`src/core/start_seq_pkg.sv`:
```
// Summary of operation
// RQ1: direct start outputs starting frequency first
// RQ2: start frequency 0.00-50.00 Hz, reset 0.50 Hz
// RQ3: hold time keeps output at start frequency
// RQ4: after hold, ramp toward target frequency
// RQ5: target below start frequency gives standby
// RQ6: start frequency not clamped to lower limit
// RQ7: hold time 0.0-50.0 s, reset 0.0 s
// RQ8: start request first applies DC brake current
// RQ9: accelerate only after brake time elapses
// RQ10: zero brake time skips DC braking
// RQ11: brake current in 0.1 percent, reset 0
// RQ12: fixed phase order; stop returns to idle
// RQ13: tick timing; settings apply at next start
package start_seq_pkg;

  // ----------------------------------------
  // register map
  // ----------------------------------------
  localparam logic [7:0] REG_CTRL = 8'h00;
  localparam logic [7:0] REG_TARGET = 8'h04;
  localparam logic [7:0] REG_START_FREQ = 8'h08;
  localparam logic [7:0] REG_HOLD_TIME = 8'h0C;
  localparam logic [7:0] REG_BRAKE_CUR = 8'h10;
  localparam logic [7:0] REG_BRAKE_TIME = 8'h14;
  localparam logic [7:0] REG_LOWER_LIMIT = 8'h18;
  localparam logic [7:0] REG_STATUS = 8'h1C;
  localparam logic [7:0] REG_OUT_FREQ = 8'h20;

  localparam int unsigned CTRL_RUN_BIT = 0;
  localparam int unsigned STAT_RUNNING_BIT = 3;
  localparam int unsigned STAT_STANDBY_BIT = 4;
  localparam int unsigned STAT_BRAKE_BIT = 5;

  // ----------------------------------------
  // reset values and setting limits
  // ----------------------------------------
  localparam logic [15:0] START_FREQ_RST = 16'h0032;
  localparam logic [15:0] START_FREQ_MAX = 16'h1388;
  localparam logic [15:0] HOLD_TIME_RST = 16'h0000;
  localparam logic [15:0] HOLD_TIME_MAX = 16'h01F4;
  localparam logic [15:0] BRAKE_CUR_RST = 16'h0000;
  localparam logic [15:0] BRAKE_CUR_MAX = 16'h03E8;
  localparam logic [15:0] BRAKE_TIME_RST = 16'h0000;
  localparam logic [15:0] BRAKE_TIME_MAX = 16'h1388;
  localparam logic [15:0] TARGET_RST = 16'h0000;
  localparam logic [15:0] LOWER_LIMIT_RST = 16'h0000;
  localparam logic [15:0] FREQ_ZERO = 16'h0000;
  localparam logic [15:0] RAMP_STEP = 16'h0001;

  // ----------------------------------------
  // timing
  // ----------------------------------------
  localparam int unsigned CLK_PERIOD_NS = 20;
  localparam int unsigned TICK_PERIOD_MS = 10;
  localparam int unsigned TICK_CYCLES =
    TICK_PERIOD_MS * 1000000 / CLK_PERIOD_NS;
  localparam int unsigned TICK_CNT_W = 20;
  // hold time unit 0.1 s, tick 10 ms
  localparam logic [15:0] HOLD_TICKS_PER_UNIT = 16'h000A;

  typedef enum logic [2:0] {
    PH_IDLE,
    PH_STANDBY,
    PH_BRAKE,
    PH_HOLD,
    PH_RAMP
  } phase_t;

  typedef struct packed {
    logic [15:0] freq;
    logic brake_en;
    logic [15:0] brake_level;
    logic running;
    logic standby;
  } drive_cmd_t;

endpackage : start_seq_pkg

```
`src/core/drive_start_sequencer.sv`:
```
`timescale 1ns/1ps
module drive_start_sequencer #(
  parameter int unsigned TICK_CYCLES = start_seq_pkg::TICK_CYCLES
) (
  input wire logic pclk,
  input wire logic presetn,
  input wire logic psel,
  input wire logic penable,
  input wire logic pwrite,
  input wire logic [7:0] paddr,
  input wire logic [31:0] pwdata,
  output logic [31:0] prdata,
  output logic pready,
  output logic pslverr,
  output start_seq_pkg::drive_cmd_t drive
);

  // ----------------------------------------
  // apb decode
  // ----------------------------------------
  logic run;
  logic [15:0] target_freq;
  logic [15:0] start_freq_setting;
  logic [15:0] start_freq_hold_time;
  logic [15:0] prestart_brake_current;
  logic [15:0] prestart_brake_time;
  logic [15:0] lower_limit;
  start_seq_pkg::phase_t phase;
  start_seq_pkg::phase_t next_phase;

  wire setup = psel && !penable;
  wire access = psel && penable && pready;
  wire [15:0] wdata = pwdata[15:0];
  wire sel_ctrl = (paddr == start_seq_pkg::REG_CTRL);
  wire sel_target = (paddr == start_seq_pkg::REG_TARGET);
  wire sel_start = (paddr == start_seq_pkg::REG_START_FREQ);
  wire sel_hold = (paddr == start_seq_pkg::REG_HOLD_TIME);
  wire sel_bcur = (paddr == start_seq_pkg::REG_BRAKE_CUR);
  wire sel_btime = (paddr == start_seq_pkg::REG_BRAKE_TIME);
  wire sel_lower = (paddr == start_seq_pkg::REG_LOWER_LIMIT);
  wire sel_status = (paddr == start_seq_pkg::REG_STATUS);
  wire sel_out = (paddr == start_seq_pkg::REG_OUT_FREQ);
  wire mapped = sel_ctrl || sel_target || sel_start || sel_hold ||
    sel_bcur || sel_btime || sel_lower || sel_status || sel_out;
  // out-of-range settings are refused and leave the old value
  wire bad_start = sel_start && (wdata > start_seq_pkg::START_FREQ_MAX ||
    pwdata[31:16] != 16'h0000); // [RQ2]
  wire bad_hold = sel_hold && (wdata > start_seq_pkg::HOLD_TIME_MAX ||
    pwdata[31:16] != 16'h0000); // [RQ7]
  wire bad_bcur = sel_bcur && (wdata > start_seq_pkg::BRAKE_CUR_MAX ||
    pwdata[31:16] != 16'h0000); // [RQ11]
  wire bad_btime = sel_btime && (wdata > start_seq_pkg::BRAKE_TIME_MAX ||
    pwdata[31:16] != 16'h0000);
  wire bad_write = pwrite && (bad_start || bad_hold || bad_bcur ||
    bad_btime);
  wire wr_ok = access && pwrite && mapped && !bad_write;

  wire [31:0] status_word = {26'h000_0000,
    phase == start_seq_pkg::PH_BRAKE,
    phase == start_seq_pkg::PH_STANDBY,
    phase == start_seq_pkg::PH_HOLD || phase == start_seq_pkg::PH_RAMP,
    phase};
  wire [31:0] rd_mux =
    sel_ctrl ? {31'h0000_0000, run} :
    sel_target ? {16'h0000, target_freq} :
    sel_start ? {16'h0000, start_freq_setting} :
    sel_hold ? {16'h0000, start_freq_hold_time} :
    sel_bcur ? {16'h0000, prestart_brake_current} :
    sel_btime ? {16'h0000, prestart_brake_time} :
    sel_lower ? {16'h0000, lower_limit} :
    sel_status ? status_word :
    sel_out ? {16'h0000, drive.freq} : 32'h0000_0000;

  // ----------------------------------------
  // apb answer, one wait-free access phase
  // ----------------------------------------
  always_ff @(posedge pclk or negedge presetn) begin
    if (!presetn) begin
      pready <= 1'b0;
      pslverr <= 1'b0;
      prdata <= 32'h0000_0000;
    end else begin
      pready <= setup;
      pslverr <= setup && (!mapped || bad_write);
      prdata <= (setup && !pwrite) ? rd_mux : 32'h0000_0000;
    end
  end

  // ----------------------------------------
  // settings registers
  // ----------------------------------------
  always_ff @(posedge pclk or negedge presetn) begin
    if (!presetn) begin
      run <= 1'b0;
      target_freq <= start_seq_pkg::TARGET_RST;
      start_freq_setting <= start_seq_pkg::START_FREQ_RST; // [RQ2]
      start_freq_hold_time <= start_seq_pkg::HOLD_TIME_RST; // [RQ7]
      prestart_brake_current <= start_seq_pkg::BRAKE_CUR_RST; // [RQ11]
      prestart_brake_time <= start_seq_pkg::BRAKE_TIME_RST;
      lower_limit <= start_seq_pkg::LOWER_LIMIT_RST;
    end else if (wr_ok) begin
      if (sel_ctrl) run <= pwdata[start_seq_pkg::CTRL_RUN_BIT];
      if (sel_target) target_freq <= wdata;
      if (sel_start) start_freq_setting <= wdata;
      if (sel_hold) start_freq_hold_time <= wdata;
      if (sel_bcur) prestart_brake_current <= wdata;
      if (sel_btime) prestart_brake_time <= wdata;
      if (sel_lower) lower_limit <= wdata;
    end
  end

  // ----------------------------------------
  // snapshot: follows settings while idle
  // ----------------------------------------
  logic [15:0] snap_start;
  logic [15:0] snap_hold;
  logic [15:0] snap_bcur;
  logic [15:0] snap_btime;

  always_ff @(posedge pclk or negedge presetn) begin
    if (!presetn) begin
      snap_start <= start_seq_pkg::START_FREQ_RST;
      snap_hold <= start_seq_pkg::HOLD_TIME_RST;
      snap_bcur <= start_seq_pkg::BRAKE_CUR_RST;
      snap_btime <= start_seq_pkg::BRAKE_TIME_RST;
    end else if (phase == start_seq_pkg::PH_IDLE) begin // [RQ13]
      snap_start <= start_freq_setting;
      snap_hold <= start_freq_hold_time;
      snap_bcur <= prestart_brake_current;
      snap_btime <= prestart_brake_time;
    end
  end

  // ----------------------------------------
  // tick divider and phase timer
  // ----------------------------------------
  logic [start_seq_pkg::TICK_CNT_W-1:0] div_cnt;
  logic tick;
  logic tmr_load;
  logic tmr_done;
  logic [15:0] tmr_val;

  wire div_wrap =
    (div_cnt == start_seq_pkg::TICK_CNT_W'(TICK_CYCLES - 1));

  // restarted on every timer load so each phase gets whole ticks
  always_ff @(posedge pclk or negedge presetn) begin
    if (!presetn) begin
      div_cnt <= '0;
      tick <= 1'b0;
    end else begin
      div_cnt <= (tmr_load || div_wrap) ? '0 : div_cnt + 1'b1; // [RQ13]
      tick <= div_wrap && !tmr_load;
    end
  end

  wire [15:0] hold_ticks =
    16'(snap_hold * start_seq_pkg::HOLD_TICKS_PER_UNIT); // [RQ7]

  assign tmr_load = (next_phase != phase) &&
    (next_phase == start_seq_pkg::PH_BRAKE ||
     next_phase == start_seq_pkg::PH_HOLD);
  assign tmr_val = (next_phase == start_seq_pkg::PH_BRAKE) ?
    snap_btime : hold_ticks;

  phase_timer u_timer (
    .pclk(pclk),
    .presetn(presetn),
    .load(tmr_load),
    .load_val(tmr_val),
    .tick(tick),
    .done(tmr_done)
  );

  // ----------------------------------------
  // phase sequencer
  // ----------------------------------------
  wire below_start = (target_freq < snap_start);
  // lower limit bounds the ramp target only, never the start value
  wire [15:0] ramp_target =
    (target_freq < lower_limit) ? lower_limit : target_freq; // [RQ6]

  always_comb begin
    next_phase = phase;
    case (phase)
      start_seq_pkg::PH_IDLE: begin
        if (run && below_start) begin
          next_phase = start_seq_pkg::PH_STANDBY; // [RQ5]
        end else if (run && snap_btime != start_seq_pkg::FREQ_ZERO) begin
          next_phase = start_seq_pkg::PH_BRAKE; // [RQ8]
        end else if (run) begin
          next_phase = start_seq_pkg::PH_HOLD; // [RQ10]
        end
      end
      start_seq_pkg::PH_BRAKE: begin
        if (tmr_done) next_phase = start_seq_pkg::PH_HOLD; // [RQ9]
      end
      start_seq_pkg::PH_HOLD: begin
        if (tmr_done) next_phase = start_seq_pkg::PH_RAMP; // [RQ4]
      end
      start_seq_pkg::PH_STANDBY: next_phase = start_seq_pkg::PH_STANDBY;
      start_seq_pkg::PH_RAMP: next_phase = start_seq_pkg::PH_RAMP;
      default: next_phase = start_seq_pkg::PH_IDLE;
    endcase
    if (!run) next_phase = start_seq_pkg::PH_IDLE; // [RQ12]
  end

  always_ff @(posedge pclk or negedge presetn) begin
    if (!presetn) begin
      phase <= start_seq_pkg::PH_IDLE;
    end else begin
      phase <= next_phase; // [RQ12]
    end
  end

  // ----------------------------------------
  // drive command output
  // ----------------------------------------
  start_seq_pkg::drive_cmd_t next_drive;
  logic [15:0] ramp_freq;

  always_comb begin
    ramp_freq = drive.freq;
    if (tick && drive.freq < ramp_target) begin
      ramp_freq = drive.freq + start_seq_pkg::RAMP_STEP; // [RQ4]
    end else if (tick && drive.freq > ramp_target) begin
      ramp_freq = drive.freq - start_seq_pkg::RAMP_STEP;
    end
  end

  always_comb begin
    next_drive = '0;
    case (next_phase)
      start_seq_pkg::PH_BRAKE: begin
        next_drive.brake_en = 1'b1; // [RQ8]
        next_drive.brake_level = snap_bcur;
      end
      start_seq_pkg::PH_HOLD: begin
        next_drive.freq = snap_start; // [RQ1] [RQ3] [RQ6]
        next_drive.running = 1'b1;
      end
      start_seq_pkg::PH_RAMP: begin
        next_drive.freq = ramp_freq;
        next_drive.running = 1'b1;
      end
      start_seq_pkg::PH_STANDBY: next_drive.standby = 1'b1; // [RQ5]
      default: next_drive = '0;
    endcase
  end

  always_ff @(posedge pclk or negedge presetn) begin
    if (!presetn) begin
      drive <= '0;
    end else begin
      drive <= next_drive;
    end
  end

  // ----------------------------------------
  // checks
  // ----------------------------------------
  logic [15:0] phase_ticks;

  always_ff @(posedge pclk or negedge presetn) begin
    if (!presetn) begin
      phase_ticks <= 16'h0000;
    end else if (next_phase != phase) begin
      phase_ticks <= 16'h0000;
    end else if (tick) begin
      phase_ticks <= phase_ticks + 16'h0001;
    end
  end

  stop_to_idle_a: assert property ( // [RQ12]
    @(posedge pclk) disable iff (!presetn)
    !run |=> phase == start_seq_pkg::PH_IDLE && drive.freq == 16'h0000)
    else $error("stop did not return to idle");

  standby_entry_a: assert property ( // [RQ5]
    @(posedge pclk) disable iff (!presetn)
    phase == start_seq_pkg::PH_IDLE && run && below_start
    |=> phase == start_seq_pkg::PH_STANDBY && drive.standby &&
        !drive.running)
    else $error("low target did not give standby");

  brake_first_a: assert property ( // [RQ8]
    @(posedge pclk) disable iff (!presetn)
    phase == start_seq_pkg::PH_IDLE && run && !below_start &&
    snap_btime != 16'h0000
    |=> drive.brake_en && drive.freq == 16'h0000 &&
        drive.brake_level == $past(snap_bcur))
    else $error("start did not begin with brake");

  skip_brake_a: assert property ( // [RQ10]
    @(posedge pclk) disable iff (!presetn)
    phase == start_seq_pkg::PH_IDLE && run && !below_start &&
    snap_btime == 16'h0000
    |=> phase == start_seq_pkg::PH_HOLD && !drive.brake_en)
    else $error("zero brake time did not skip brake");

  brake_length_a: assert property ( // [RQ9]
    @(posedge pclk) disable iff (!presetn)
    phase == start_seq_pkg::PH_BRAKE &&
    next_phase == start_seq_pkg::PH_HOLD
    |-> phase_ticks == snap_btime)
    else $error("brake phase length wrong");

  hold_length_a: assert property ( // [RQ7]
    @(posedge pclk) disable iff (!presetn)
    phase == start_seq_pkg::PH_HOLD &&
    next_phase == start_seq_pkg::PH_RAMP
    |-> phase_ticks == hold_ticks)
    else $error("hold phase length wrong");

  hold_freq_a: assert property ( // [RQ3]
    @(posedge pclk) disable iff (!presetn)
    phase == start_seq_pkg::PH_HOLD
    |-> drive.freq == snap_start && drive.running)
    else $error("hold output not start frequency");

  no_clamp_a: assert property ( // [RQ6]
    @(posedge pclk) disable iff (!presetn)
    phase == start_seq_pkg::PH_HOLD && snap_start < lower_limit
    |-> drive.freq == snap_start)
    else $error("start frequency was clamped");

  ramp_step_a: assert property ( // [RQ4]
    @(posedge pclk) disable iff (!presetn)
    phase == start_seq_pkg::PH_RAMP && run && tick &&
    drive.freq < ramp_target
    |=> drive.freq == $past(drive.freq) + 16'h0001)
    else $error("ramp did not step up");

  range_guard_a: assert property ( // [RQ2]
    @(posedge pclk) disable iff (!presetn)
    access && pwrite && sel_start &&
    pwdata > {16'h0000, start_seq_pkg::START_FREQ_MAX}
    |=> start_freq_setting == $past(start_freq_setting) &&
        $past(pslverr))
    else $error("out-of-range start frequency taken");

endmodule : drive_start_sequencer

```
`src/core/phase_timer.sv`:
```
`timescale 1ns/1ps
module phase_timer (
  input wire logic pclk,
  input wire logic presetn,
  input wire logic load,
  input wire logic [15:0] load_val,
  input wire logic tick,
  output logic done
);

  logic [15:0] remain;

  // ----------------------------------------
  // tick down counter
  // ----------------------------------------
  always_ff @(posedge pclk or negedge presetn) begin
    if (!presetn) begin
      remain <= start_seq_pkg::FREQ_ZERO;
    end else if (load) begin
      remain <= load_val;
    end else if (tick && remain != start_seq_pkg::FREQ_ZERO) begin
      remain <= remain - 16'h0001;
    end
  end

  assign done = (remain == start_seq_pkg::FREQ_ZERO);

endmodule : phase_timer

```
`config.mk`:
```
export PLATFORM = sky130hd
export DESIGN_NAME = drive_start_sequencer
export DESIGN_NICKNAME = d
export VERILOG_FILES = /design/src/core/start_seq_pkg.sv /design/src/core/drive_start_sequencer.sv /design/src/core/phase_timer.sv
export SDC_FILE = /design/constraint.sdc
export NUM_CORES = 1
export LEC_CHECK = 0
export ABC_CLOCK_PERIOD_IN_PS = 7900
export BUFFER_PORTS_ARGS = -buffer_cell sky130_fd_sc_hd__buf_2
export CAP_MARGIN = 30
export CORE_MARGIN = 4
export CORE_UTILIZATION = 28
export CTS_BUF_LIST = sky130_fd_sc_hd__clkbuf_2
export DETAILED_ROUTE_END_ITERATION = 6
export PLACE_DENSITY_LB_ADDON = 0.25
export SYNTH_ARGS = -nofsm -noshare
export SYNTH_HDL_FRONTEND = slang
export SYNTH_SLANG_ARGS = --single-unit
```
`constraint.sdc`:
```
create_clock -name pclk -period 7.9 [get_ports pclk]
set_input_delay 1.185 -clock pclk [delete_from_list [all_inputs] [get_ports pclk]]
set_output_delay 1.185 -clock pclk [all_outputs]
set_load 0.005 [all_outputs]
```
==> metrics.md <==
| Metric | Value |
|---|---|
| Outcome | `finished clean` |
| Gr usage total | `0.163` |
| CTS tree | `yes` |
| First-pass GRT wire length | `71.2 mm` |
| Cts hold-fix bufs | `0` |
| Placed instance count | `2115` |
| Count of antenna-violating nets left after detailed routing | `0` |
| Most frequent cells in the layout | `247 x dfrtp_1, 99 x clkbuf_2, 96 x buf_2, 95 x mux2_2, 89 x nand2_1` |
| Clock slew at reported path FFs | `0.10 ns` |
| Top FF cell, synth | `dfrtp_1` |
| Routed WL | `45.7 mm` |
| Minimum clock period | `6.66 ns` |
| Area share of the largest cell type after synthesis | `0.430` |
| Final Max Tran Viols | `0` |
| Crit-path cells | `ha_1, a21o_1, a21o_1, a211oi_1, o21ai_1, a21o_1, a211oi_1, ha_1, a21oi_1, o21ai_0, a221oi_1, nand2_1, ha_1, a211oi_1, o21ai_0, nand4_1, a21oi_1, o21ba_2, or4_1, a32o_1` |
| Latest clock arrival within the worst-skew pair | `1.02 ns` |
| Cell Count, Final, Fillers Out | `2241` |
| Clock sinks | `253` |
| Setup tns final | `0 ns` |
| Yosys top cell by area | `dfrtp_1` |
| # IOs | `114` |
| Die X | `about 230 um` |
| RSZ-0062 raised after global routing | `no` |
| Setup crit start | `target_freq[1]` |
| Area contributors post-synth | `dfrtp_1 43%, ha_1 7.6%, mux2_2 7.4%` |
| Starting Density | `0.285` |
| Number of port buffers | `just under 100` |
| CTS resizes | `0` |
| Pin count of the biggest net entering global routing | `164` |
| Detail Placement HPWL | `roughly 33 mm` |
| Gpl congestion | `between 0.8 and 0.9` |
| Most common cell after layout, fill and taps aside | `dfrtp_1` |
| Critical path's largest stage delay | `roughly 0.86 ns` |
| Clock buffer depth | `3` |
| Std-Cell Rows | `82` |
| Final worst path period share | `0.843` |
| GRT overflow | `0` |
| Yosys warnings | `0` |
| Number of H-tree levels | `3` |
| Vias per inst | `between 5 and 6` |
| Worst setup EP type | `flop` |
| Final worst setup slack | `roughly 1.2 ns` |
| Final #Nets | `1651` |
| Final Hold Viols | `0` |
| Ratio of cells with drive above 1 in the final layout | `0.238` |
| Sequential element share of the synthesized area | `0.441` |
| Initial antenna violation count | `5` |
| Leakage | `8.25 nW` |
| Clock root cell | `clkbuf_2` |
| Worst Path Required | `8.79 ns` |
| Die height | `~230 um` |
| Peak supply drop | `0.0000943 V` |
| Post-DP Area | `15500 um^2` |
| Cell count of the worst reg-to-reg path | `20` |
| DRT Pass-1 Iters | `5` |
| DR WL/cell | `~20 um` |
| Core Region | `a little over 50000 um^2` |
| Area Growth Syn to Fin | `12.4%` |
| Via Count | `11587` |
| Final Util | `0.320` |
| Remaining DRCs | `0` |
| Cell Pwr Density | `149 nW/um^2` |
| CP Launch Type | `flop` |
| Hold WC Path Type | `in -> async` |
| Unique masters post-synth | `76` |
| Arr. time, crit path | `7.55 ns` |
| Pre-CTS setup slack | `1.36 ns` |
| Asr flop ratio synth | `1.00` |
| Worst-case clock skew | `between 0.1 and 0.15 ns` |
| Relative slew slack | `0.265` |
| Num CTS Buffers | `slightly above 70` |
| Critical-path top delay cell | `o21ai_1` |
| Finished Cell Area | `16200 um^2` |
| Crit Path Category | `reg -> reg` |
| Die Area | `55100 um^2` |
| Worst reg-to-reg setup slack | `approximately 1.2 ns` |
| Worst-path maximum fanout | `18` |
| EDFF count, synth | `0` |
| Cell Area, Synth | `14400 um^2` |
| Cells after Synth | `1396` |
| Slew @ Worst Pin | `1.10 ns` |
| Iter 0 DRT Violations | `804` |
| RR Startpoint | `target_freq[1]` |
| Number of global-route vias before repair | `11712` |
| Mean post-synth cell area | `10.3 um^2` |
| Fmax | `150 MHz` |
| Final Setup Violations | `0` |
| Post-CTS Setup Inserts | `0` |
| FF+latch count, synth | `253` |
| Max Cap Viol | `0` |
-- final timing paths --
check / endpoint
worst min register to register: div_cnt[0]
min in group pclk: prdata[0]
max in group asynchronous: snap_hold[13]
worst max register to register: drive[34]
worst min-delay path: drive[1]
worst max-delay path: drive[34]
-- final cells by class --
class                           instances  area, um^2
Antenna cell                            4        10.0
Clock buffer                           99         495
Clock inverter                         23         145
Fill cell                            5244       34300
Inverter                               45         169
Multi-Input combinational cell       1029        7510
Sequential cell                       253        6340
Tap cell                              672         841
Timing Repair Buffer                  116         658
-- metal layers --
layer / share of wire / vias to the layer above / GRT usage
li1: - / 5402 / -
met1: 0.46 / 5680 / 0.222
met2: 0.45 / 385 / 0.253
met3: 0.051 / 116 / 0.0375
met4: 0.033 / 4 / 0.0598
met5: 0.00068 / - / 0
-- sequential cells by signal (all words and copies together) (netlist names) --
signal / flops
div_cnt: 20
drive: 35
lower_limit: 16
phase: 3
prdata: 16
pready: 1
prestart_brake_current: 16
prestart_brake_time: 16
pslverr: 1
run: 1
snap_bcur: 16
snap_btime: 16
snap_hold: 15
snap_start: 16
start_freq_hold_time: 16
start_freq_setting: 16
target_freq: 16
tick: 1
u_timer.remain: 16
-- synthesized netlist by cell type (4+ instances only) --
cell	n
nand3_1	53
o211a_1	7
and3_1	21
xor2_1	26
ha_1	87
a211oi_1	18
inv_1	44
mux2i_1	7
buf_4	19
and4_1	5
a22oi_1	22
nor3_1	25
nand2_4	4
a21o_1	12
buf_6	5
or4_1	6
nor4_1	15
or2_2	4
dfstp_2	6
nor2b_1	10
nand2b_1	15
a31oi_1	22
mux2_2	95
and2_1	36
dfrtp_1	247
buf_2	12
o22ai_1	14
a21oi_1	72
o31ai_1	6
o21ai_0	86
a22o_1	14
or3_1	9
a211o_1	5
o211ai_1	5
a311oi_1	5
clkbuf_1	44
mux2_4	21
a2111oi_0	20
nor2_1	84
a221oi_1	6
nand2_1	89
xnor2_1	27
a222oi_1	4
nand4_1	14
-- logic make-up (layout without fill, tap and decap cells) --
logic type      count (synthesis)  after routing  synth area share
flops                         253            253             0.441
mux                           124            124             0.103
compound gates                345            345             0.159
xor+xnor                       53             53            0.0323
fa+ha+maj                      89             89            0.0785
buf+inv                       129            283            0.0425
simple gates                  402            402             0.144
other cells                     1             20          0.000261
-- where the power goes --
| group | switching [mW] | total, mW | internal [mW] |
|---|---|---|---|
| clock network | 0.590 | 0.993 | 0.402 |
| registers | 0.0134 | 1.32 | 1.31 |
| logic | 0.0725 | 0.104 | 0.0313 |
| total | 0.676 | 2.42 | 1.74 |
-- per-stage QoR --
stage | total power [mW] | hold WS (ns)
floorplan | 1.39 | 0.444
global placement | 1.45 | 0.466
detailed placement | 1.45 | 0.475
CTS | 2.47 | 0.114
global route | 2.56 | 0.114
finish | 2.42 | 0.184
-- worst max-delay path: cells and delay by family (launching register included) --
kind,cells,cell delay (ns)
AND/OR/NAND/NOR,3,1.20
adder cells (fa/ha/maj),3,1.17
flip-flops,1,0.47
AO/OA/AOI/OAI,14,3.77
Power figures use the tool's default switching activity.
